==> src/ctrl_serial_port_pkg.sv <==
// Purpose: Shared constants and types for the serial control port
// Assumes: Both ends run on mclk at 20 MHz
// Notes:   Command words and data words travel MSB first
package ctrl_serial_port_pkg;

  localparam int          WORD_BITS   = 16;
  localparam logic [3:0]  OP_STATUS   = 4'h3;
  localparam logic [3:0]  OP_REG_RD   = 4'h5;
  localparam logic [3:0]  OP_REG_WR   = 4'h4;
  localparam logic [3:0]  OP_CFG_RD   = 4'h7;
  localparam logic [3:0]  OP_CFG_WR   = 4'h6;
  localparam logic [15:0] STATUS_RST  = 16'h0000;
  localparam int          RDY_BIT     = 15;
  localparam int          INT_BIT     = 14;
  localparam logic [7:0]  CFG_RST     = 8'h00;
  localparam int          CLK_DIV     = 4;
  localparam logic [4:0]  BIT_CNT_RST = 5'h00;

  typedef enum logic [2:0]
  {
    PH_IDLE   = 3'b000,
    PH_CMD    = 3'b001,
    PH_STATUS = 3'b010,
    PH_DATA   = 3'b011,
    PH_WDATA  = 3'b100,
    PH_DONE   = 3'b101
  } phase_t;

  typedef enum logic [2:0]
  {
    AC_NONE   = 3'b000,
    AC_STATUS = 3'b001,
    AC_REG_RD = 3'b010,
    AC_REG_WR = 3'b011,
    AC_CFG_RD = 3'b100,
    AC_CFG_WR = 3'b101
  } access_t;

  // Classify a command word; anything unmatched is reserved
  function automatic access_t decode_cmd(input logic [15:0] w);
    access_t a;
    a = AC_NONE;
    case (w[15:12])
      OP_STATUS: a = (w[11:0] == 12'h000) ? AC_STATUS : AC_NONE;
      OP_REG_RD: a = AC_REG_RD;
      OP_REG_WR: a = AC_REG_WR;
      OP_CFG_RD: a = (w[11:1] == 11'h000) ? AC_CFG_RD : AC_NONE;
      OP_CFG_WR: a = (w[11:10] == 2'h0) ? AC_CFG_WR : AC_NONE;
      default:   a = AC_NONE;
    endcase
    return a;
  endfunction : decode_cmd

endpackage : ctrl_serial_port_pkg

==> src/ctrl_serial_port_if.sv <==
// Purpose: Four-wire link between host and device
// Assumes: Bench resolves the shared output line from its enable
// Notes:   No clocking block
interface ctrl_serial_port_if;
  logic csN;
  logic sclk;
  logic serialCmdIn;
  logic serialRespOut;
  logic serialRespOutEn;
  logic intN;

  modport device
  (
    input  csN,
    input  sclk,
    input  serialCmdIn,
    output serialRespOut,
    output serialRespOutEn,
    output intN
  );

  modport host
  (
    output csN,
    output sclk,
    output serialCmdIn,
    input  serialRespOut,
    input  serialRespOutEn,
    input  intN
  );
endinterface : ctrl_serial_port_if

==> src/ctrl_serial_port_dev.sv <==
// Purpose: Device end of the serial control port
// Assumes: Link pins are asynchronous to mclk and pass two flip-flops
// Notes:   Register file behind the port is exposed on user-side ports
//
// How it works
// - Select falling edge starts a command word
// - Sample on rising, shift on falling clock
// - Select rising edge ends the access
// - Power-down status shows only ready valid
// - After status host may continue reading data
// - Host waits for ready before register access
// - Every access opens with 16-bit command
// - Config write data in command, then end
// - Register read command ends after command
// - Other accesses shift status after command
// - Register write takes one more data word
// - Even config read registers 0-1, odd registers 2-3
// - Internal interrupt clears at first status bit
// - Interrupt output masked while select low
// - Pending interrupt reasserts when select rises
// - Command encodings in top four bits
// - Config write: 0110, 00, target, data
// - Bits 9:8 choose config register 0-3
// - Bit 0 chooses config register pair
// - Reserved command words are ignored
//
// The implementer's own choices: the register offsets and strobed register access.
module ctrl_serial_port_dev
(
  input  wire logic                 mclk,
  input  wire logic                 rstn,
  ctrl_serial_port_if.device        link,
  input  wire logic                 powerDown,
  input  wire logic                 ready,
  input  wire logic [13:0]          statusBits,
  input  wire logic                 intEvent,
  input  wire logic [15:0]          readData,
  output logic                      readNext,
  output logic                      regRdStrobe,
  output logic                      regWrStrobe,
  output logic [11:0]               regIndex,
  output logic [15:0]               regWrData,
  output logic [31:0]               hwSetupRegs
);
  import ctrl_serial_port_pkg::*;

  // ----------------------------------------------------------------
  // State
  // ----------------------------------------------------------------
  typedef struct packed {
    logic [2:0]  csS;
    logic [2:0]  clkS;
    logic [1:0]  dinS;
    phase_t      phase;
    access_t     acc;
    logic [4:0]  bitCnt;
    logic [15:0] shIn;
    logic [15:0] shOut;
    logic [11:0] idx;
    logic        pair;
    logic        intPend;
    logic        respOut;
    logic        respEn;
    logic        intN;
    logic        readNext;
    logic        rdStb;
    logic        wrStb;
    logic [11:0] regIndex;
    logic [15:0] wrData;
    logic [31:0] cfg;
  } dev_state_t;

  dev_state_t q, d;

  logic        csLow;
  logic        csFall;
  logic        csRise;
  logic        clkRise;
  logic        clkFall;
  logic        din;
  logic [15:0] cmdWord;
  logic [15:0] statusWord;
  logic [15:0] cfgPair;

  // Bit 1 of each sampler is the second stage; bit 2 only serves edge detection
  assign csLow   = ~q.csS[1];
  assign csFall  = q.csS[2] & ~q.csS[1];
  assign csRise  = ~q.csS[2] & q.csS[1];
  assign clkRise = ~q.clkS[2] & q.clkS[1];
  assign clkFall = q.clkS[2] & ~q.clkS[1];
  assign din     = q.dinS[1];
  assign cmdWord = {q.shIn[14:0], din};
  // While powered down only ready is trustworthy, the rest is forced low
  assign statusWord = powerDown ? {ready, 15'h0000}
                                : {ready, q.intPend, statusBits};
  assign cfgPair = q.pair ? q.cfg[31:16] : q.cfg[15:0];

  // ----------------------------------------------------------------
  // Next state
  // ----------------------------------------------------------------
  always_comb
  begin
    d          = q;
    d.csS      = {q.csS[1:0], link.csN};
    d.clkS     = {q.clkS[1:0], link.sclk};
    d.dinS     = {q.dinS[0], link.serialCmdIn};
    d.rdStb    = 1'b0;
    d.wrStb    = 1'b0;
    d.readNext = 1'b0;
    if (intEvent)
    begin
      d.intPend = 1'b1;
    end
    if (csFall)
    begin
      d.phase  = PH_CMD;
      d.bitCnt = BIT_CNT_RST;
    end
    else if (csRise || !csLow)
    begin
      d.phase  = PH_IDLE;
      d.respEn = 1'b0;
    end
    else
    begin
      if (clkRise && (q.phase == PH_CMD || q.phase == PH_WDATA))
      begin
        d.shIn   = {q.shIn[14:0], din};
        d.bitCnt = q.bitCnt + 5'h01;
        if (q.bitCnt == 5'(WORD_BITS - 1))
        begin
          d.bitCnt = BIT_CNT_RST;
          if (q.phase == PH_WDATA)
          begin
            d.wrStb  = 1'b1;
            d.wrData = cmdWord;
            d.phase  = PH_DONE;
          end
          else
          begin
            d.acc = decode_cmd(cmdWord);
            d.idx = cmdWord[11:0];
            d.pair = cmdWord[0];
            case (decode_cmd(cmdWord))
              AC_CFG_WR:
              begin
                d.cfg[8 * cmdWord[9:8] +: 8] = cmdWord[7:0];
                d.phase = PH_DONE;
              end
              AC_REG_RD:
              begin
                d.rdStb    = 1'b1;
                d.regIndex = cmdWord[11:0];
                d.phase    = PH_DONE;
              end
              AC_NONE:   d.phase = PH_DONE;
              default:   d.phase = PH_STATUS;
            endcase
          end
        end
      end
      else if (clkFall && q.phase == PH_STATUS && q.bitCnt == BIT_CNT_RST && q.respEn == 1'b0)
      begin
        // First status bit goes out; the request is consumed here
        d.shOut   = {statusWord[14:0], 1'b0};
        d.respOut = statusWord[15];
        d.respEn  = 1'b1;
        d.intPend = intEvent;
        d.bitCnt  = 5'h01;
      end
      else if (clkFall && (q.phase == PH_STATUS || q.phase == PH_DATA) && q.respEn)
      begin
        if (q.bitCnt == 5'(WORD_BITS))
        begin
          d.bitCnt = 5'h01;
          case (q.acc)
            AC_REG_WR:
            begin
              d.respEn   = 1'b0;
              d.regIndex = q.idx;
              d.phase    = PH_WDATA;
              d.bitCnt   = BIT_CNT_RST;
            end
            AC_CFG_RD:
            begin
              d.respOut = cfgPair[15];
              d.shOut   = {cfgPair[14:0], 1'b0};
              d.phase   = PH_DATA;
            end
            default:
            begin
              // Further data words stream while the host clocks
              d.respOut  = readData[15];
              d.shOut    = {readData[14:0], 1'b0};
              d.readNext = 1'b1;
              d.phase    = PH_DATA;
            end
          endcase
        end
        else
        begin
          d.respOut = q.shOut[15];
          d.shOut   = {q.shOut[14:0], 1'b0};
          d.bitCnt  = q.bitCnt + 5'h01;
        end
      end
    end
    d.intN = csLow ? 1'b1 : ~d.intPend;
  end

  // ----------------------------------------------------------------
  // Registers
  // ----------------------------------------------------------------
  always_ff @(posedge mclk or negedge rstn)
  begin
    if (!rstn)
    begin
      q          <= '0;
      q.csS      <= 3'h7;
      // Shift clock idles low; a high reset value would fake a falling edge
      q.clkS     <= 3'h0;
      q.phase    <= PH_IDLE;
      q.acc      <= AC_NONE;
      q.intN     <= 1'b1;
      q.cfg      <= {4{CFG_RST}};
    end
    else
    begin
      q <= d;
    end
  end

  assign link.serialRespOut   = q.respOut;
  assign link.serialRespOutEn = q.respEn;
  assign link.intN            = q.intN;
  assign readNext             = q.readNext;
  assign regRdStrobe          = q.rdStb;
  assign regWrStrobe          = q.wrStb;
  assign regIndex             = q.regIndex;
  assign regWrData            = q.wrData;
  assign hwSetupRegs          = q.cfg;

endmodule : ctrl_serial_port_dev

==> src/flat_wrapper.sv <==
// flat-port wrapper written by rule: the top's interface ports become plain ports
module ctrl_serial_port_dev_flat import ctrl_serial_port_pkg::*;
  (mclk, rstn, powerDown, ready, statusBits, intEvent, readData, readNext, regRdStrobe, regWrStrobe, regIndex, regWrData, hwSetupRegs, link_csN, link_sclk, link_serialCmdIn, link_serialRespOut, link_serialRespOutEn, link_intN);
  ctrl_serial_port_if link_i ();
  input  wire logic mclk;
  input  wire logic rstn;
  input  wire logic powerDown;
  input  wire logic ready;
  input  wire logic [13:0] statusBits;
  input  wire logic intEvent;
  input  wire logic [15:0] readData;
  output logic readNext;
  output logic regRdStrobe;
  output logic regWrStrobe;
  output logic [11:0] regIndex;
  output logic [15:0] regWrData;
  output logic [31:0] hwSetupRegs;
  input wire logic [$bits(link_i.csN)-1:0] link_csN;
  input wire logic [$bits(link_i.sclk)-1:0] link_sclk;
  input wire logic [$bits(link_i.serialCmdIn)-1:0] link_serialCmdIn;
  output wire logic [$bits(link_i.serialRespOut)-1:0] link_serialRespOut;
  output wire logic [$bits(link_i.serialRespOutEn)-1:0] link_serialRespOutEn;
  output wire logic [$bits(link_i.intN)-1:0] link_intN;
  assign link_i.csN = link_csN;
  assign link_i.sclk = link_sclk;
  assign link_i.serialCmdIn = link_serialCmdIn;
  assign link_serialRespOut = link_i.serialRespOut;
  assign link_serialRespOutEn = link_i.serialRespOutEn;
  assign link_intN = link_i.intN;
  ctrl_serial_port_dev u_core (.mclk(mclk), .rstn(rstn), .link(link_i), .powerDown(powerDown), .ready(ready), .statusBits(statusBits), .intEvent(intEvent), .readData(readData), .readNext(readNext), .regRdStrobe(regRdStrobe), .regWrStrobe(regWrStrobe), .regIndex(regIndex), .regWrData(regWrData), .hwSetupRegs(hwSetupRegs));
endmodule
==> config.mk <==
export PLATFORM = sky130hd
export DESIGN_NAME = ctrl_serial_port_dev_flat
export DESIGN_NICKNAME = d
export VERILOG_FILES = /design/src/ctrl_serial_port_pkg.sv /design/src/ctrl_serial_port_if.sv /design/src/ctrl_serial_port_dev.sv /design/src/flat_wrapper.sv
export SDC_FILE = /design/constraint.sdc
export NUM_CORES = 1
export LEC_CHECK = 0
export ABC_AREA = 1
export BUFFER_PORTS_ARGS = -buffer_cell sky130_fd_sc_hd__buf_2
export CAP_MARGIN = 20
export CORE_UTILIZATION = 49
export CTS_CLUSTER_DIAMETER = 40
export DETAILED_ROUTE_END_ITERATION = 10
export PLACE_DENSITY = 0.76
export SETUP_SLACK_MARGIN = 0.3
export SLEW_MARGIN = 20
export SYNTH_ARGS = -nofsm -noshare
export SYNTH_HDL_FRONTEND = slang
export SYNTH_SLANG_ARGS = --single-unit
==> constraint.sdc <==
create_clock -name mclk -period 2.7 [get_ports mclk]
set_input_delay 0 -clock mclk [delete_from_list [all_inputs] [get_ports mclk]]
set_output_delay 0 -clock mclk [all_outputs]
set_load 0.1 [all_outputs]
# [Word-level counts from Yosys, hierarchy flattened]
# Index checks and enable logic that the tools add are counted.
[word_totals] register_bits=131
[classes] addsub=2 n_reduce_logical=35 n_eq_ne=24 shift=2 bitwise=14 mux=74
[op_table] op="$mux W63" count=2
[op_table] op="$mux W16" count=7
[op_table] op="$mux W12" count=7
[op_table] op="$mux W32" count=2
[op_table] op="$mux W62" count=1
[op_table] op="$mux W3" count=19
[op_table] op="$mux W52" count=1
[op_table] op="$mux W48" count=1
[op_table] op="$mux W13" count=3
[op_table] op="$neg A5 Y34" count=1
[op_table] op="$shift A8 B34 Y32 const A" count=1
[op_table] op="$shiftx A8 B34 Y32" count=1
[op_table] op="$bwmux W32" count=1
[op_table] op="$pmux W16 S2" count=1
[op_table] op="$mux W5" count=5
[op_table] op="$reduce_and A5 Y1" count=4
[op_table] op="$mux W1" count=17
[op_table] op="$eq A4 B3 Y1 const B" count=4
[op_table] op="$mux W15" count=1
[op_table] op="$pmux W3 S5" count=1
[op_table] op="$eq A3 B2 Y1 const B" count=4
[op_table] op="$logic_not A12 Y1" count=1
[op_table] op="$reduce_bool A4 Y1" count=3
[op_table] op="$logic_not A11 Y1" count=1
[op_table] op="30 further kinds" count=62

# [Logic depth before layout (Yosys ltp)]
[logic_depth] word_depth=18 ltp_mapped=13 depth_no_buf=12

# [Worst setup path before layout]
# Ideal clock, no wire load.
[synth_path] path_kind="reg-to-reg" from="register u_core.q (netlist bit u_core.cmdWord[8])" to="register with a tool-made name" n_path_buf=3 synth_period_minus_slack_ps=2085 setup_ps=74 t_arrival_ps=2011 slack_ps=615 path_stages_with_launch=10 path_cell_list="dfrtp_1 > inv_1 > clkbuf_1 > clkbuf_1 > ha_1 > inv_1 > nor2_1 > clkbuf_1 > nand3_1 > o21ai_2"
[synth_rtl] item="start, declared" line_no="ctrl_serial_port_dev.sv:73" source="dev_state_t q, d;"

# [Worst setup path in the final report]
[layout_path] from="register u_core.q[112] (netlist name)" to="register u_core.q (netlist bit u_core.link.serialRespOut)"
[layout_via] elab_chain_len=5 word_cells_on_any_way=10 classes_between="2 x eq/ne; 3 x mux; 5 x reduce/logical"
[layout_lines] item="$logic_not A5 Y1" line_no="ctrl_serial_port_dev.sv:162" source="else if (clkFall && q.phase == PH_STATUS && q.bitCnt == BIT_CNT_RST && q.respEn == 1'b0)"
[layout_lines] item="$logic_and A1 B1 Y1 (2 in series)" line_no="ctrl_serial_port_dev.sv:162"
[layout_lines] item="$ne A3 B2 Y1 (no line) / $reduce_bool A2 Y1 (equally long branches)"
[layout_lines] item="$reduce_and A5 Y1 (no line)"
# Parallel ways exist; a longest one is shown, timed or not. The select of a mux whose other input is x is not followed.
# A chain may end at the register's enable or synchronous reset.

==> results.cfg <==
[status]
result_of_the_run = completed

[power]
power.total_mw = 4.54
worst_ir_drop_vdd_v = 0.000427
p_per_area_nw_per_um2 = 586
power.leakage_nw = 3.66

[routing]
routed_via_density = 5.29
m1WireLength_um = 7520
mean_routed_wirelength_per_cell_um = 15.3
first_iter_violations = 611
drc_errors = 0
detailroute.via_count = 5691
detail-route-antenna-nets = 0
wl_met2_um = 7880
route.top_layer_used = met4
drt_pass1_iterations = 5
met3WireLength_um = 821
route.final.wire_length_um = 16400

[grt]
globalRouteOverflowTotal = 0
grt_antenna_before_repair = 0
global_route.usage.total_pct = 24.6
first_pass_grt_wire_length_um = 27000
grt_max_degree = 57
number_of_global_route_vias_before_repair = 5204

[floorplan]
floorplan.die.width_um = 119
placement_rows = 42
io_pins = 104
coreArea_um2 = 13300
initial_utilization_pct = 50.6
die_area_um2 = 14200
fp.dieH_um = 119

[sta]
final_max_slew_viol_count = 0
worst_slack_ns = 0.419
fin_crit_sh_pct = 84.5
fin_skew_ns = 0.00818
worst-slew-pin-transition_ns = 0.725
slew_headroom_pct = 51.7
finalCriticalPeriod_ns = 2.28
final.setup.tns_ns = 0
report.final.hold_viol_count = 0
setup_viol = 0
fmax_mhz = 438
grt_setup_unrepaired = yes

[cts]
cts_sinks = 128
clockRootBuffer = clkbuf_16
clk_path_buf_depth = 2
cts_max_level = 4
number_of_buffers_inserted_during_clock_tree_synthesis = 17
clock_insertion_delay_worst_skew_ns = 0.42
clk_pin_slew_ns = 0.06
tritoncts_clock_tree = yes

[synthesis]
cell_count_after_synthesis = 824
synth-async-reset-ratio_pct = 100
synth.yosys.warnings = 0
synth-seq-cells = 128
seq_area_frac_synth_pct = 47.7
ys.flop_type = dfrtp_1
synth_largest_type_area_fraction_pct = 46.1
synth_most_common_cell = nand2_1
synthDistinctLibCells = 33
synth_top_cell_by_area = dfrtp_1
post_synth_top_cells = nand2_1, dfrtp_1, o21ai_0
syn-mean-instance-area_um2 = 8.16
synth_edf_count = 0
synth.top_cells.by_area = dfrtp_1, nand2_1, buf_4, o21ai_0, nand3_1
synth_cell_area_um2 = 6730
postSynthNetCount = 870

[cells_and_area]
area.growth.synth_to_final_pct = 15.3
fin_nets = 933
postLayoutCoreUtil_pct = 58.3
layout_filler_cell_count = 1204
diodes = 0
layout-drive-gt1-share_pct = 23.2

[critical_path]
critical_path_class = reg2reg
timing.critical_path.required_ns = 3.00
critical_path.max_fanout = 11
worstSetupStartpointType = flip-flop
cp.arrival_ns = 2.58
worstSetupEndpointType = flip-flop

[place]
place_ws_ns = 0.377
detailed_place_hpwl_um = 11200
place.port_buffers = 103
place_congestion = 0.867

[job]
number_of_violations_of_the_max_capacitance_limit = 0

[hold_path]
worstHoldPathType = in2reg
[through the flow]
stage | std cells | cell area (um2) | hold WS, ns
2_1_floorplan | 824 | 6730 | -0.296
3_3_place_gp | 1018 | 6930 | 0.101
3_5_place_dp | 1018 | 6930 | 0.104
4_1_cts | 1071 | 7700 | 0.0137
5_1_grt | 1076 | 7750 | 0.0247
6_report | 1076 | 7750 | 0.0144
[metal layers]
| metal | global-route usage (%) | up-vias |
|---|---|---|
| li1 | - | 2768 |
| met4 | 7.91 | 0 |
| met1 | 34.4 | 2734 |
| met2 | 37.5 | 169 |
| met5 | 0 | - |
| met3 | 5.94 | 20 |
[cell usage in the layout, fill, tap and decap left out, types with 5 or more instances in the layout]
| master | instances |
|---|---|
| o21ai_1 | 18 |
| nor3_1 | 6 |
| clkbuf_16 | 17 |
| dlygate4sd3_1 | 21 |
| nor2_1 | 76 |
| nand2_2 | 6 |
| dfrtp_1 | 124 |
| clkinvlp_4 | 7 |
| nand3_1 | 59 |
| nand4_1 | 11 |
| nand2_1 | 189 |
| buf_4 | 18 |
| inv_1 | 49 |
| buf_2 | 102 |
| o21ai_2 | 32 |
| ha_1 | 8 |
| inv_6 | 5 |
| a21oi_1 | 26 |
| o21ai_0 | 88 |
[worst max-delay path, stage by stage (launching register included)]
cell and delay (ns):
dfrtp_1 0.44, inv_1 0.08, ha_1 0.14, nand2_1 0.07, inv_1 0.08, nand2_1 0.11, nor2_1 0.20, nor2_1 0.08
o21ai_1 0.28, clkinvlp_4 0.15, buf_4 0.19, buf_4 0.17, nor2_1 0.12, a21oi_1 0.06
[layout make-up]
cell class | count | area, um2 | area share [%]
clock inverter | 14 | 131 | 1.69
timing repair buffer | 142 | 876 | 11.3
tap | 176 | 220 | 2.84
inverter | 54 | 210 | 2.71
multi-input combinational | 543 | 2670 | 34.4
clock buffer | 18 | 429 | 5.54
timing repair inverter | 1 | 7.51 | 0.0968
sequential | 128 | 3210 | 41.4
[logic make-up (layout without fill, tap and decap cells)]
family,count (synthesis),in the layout,share of synthesized area [%]
xor+xnor,3,3,0.391
flops,128,128,47.7
buf+inv,153,229,12.7
fa+ha+maj,8,8,1.49
compound gates,175,175,15.1
simple gates,357,357,22.6
[path summary, 6_finish.rpt]
kind / startpoint / endpoint / slack (ns) / cells past startpoint
setup / recovery: u_core.q[112]$_DFFE_PN0P_ / u_core.link.serialRespOut$_DFFE_PN0P_ / 0.42 / 13
max in group asynchronous: rstn / u_core.q[130]$_DFF_PN1_ / 1.71 / 3
hold reg to reg: u_core.d[126]$_DFF_PN0_ / u_core.d[127]$_DFF_PN0_ / 0.35 / 0
setup reg to reg: u_core.q[112]$_DFFE_PN0P_ / u_core.link.serialRespOut$_DFFE_PN0P_ / 0.42 / 13
min in group asynchronous: rstn / u_core.q[78]$_DFFE_PN0P_ / 0.17 / 2
hold / removal: readData[13] / u_core.q[94]$_DFFE_PN0P_ / 0.01 / 5
[where the power goes]
group / internal, mW / switching, mW / leakage, nW / total [mW]
Sequential: 1.96 / 0.0483 / 1.67 / 2.01
Clock: 1.28 / 0.907 / 0.264 / 2.18
Combinational: 0.108 / 0.242 / 1.73 / 0.350
[timing repair]
| item | in CTS | in global routing |
|---|---|---|
| endpoints found under the setup margin | 0 | 29 |
| buffers inserted | 0 | 4 |
| endpoints found under the hold margin | 74 | 0 |
| gates resized for setup | 0 | 4 |
| hold buffers | 21 | 0 |
Power figures use the tool's default switching activity.
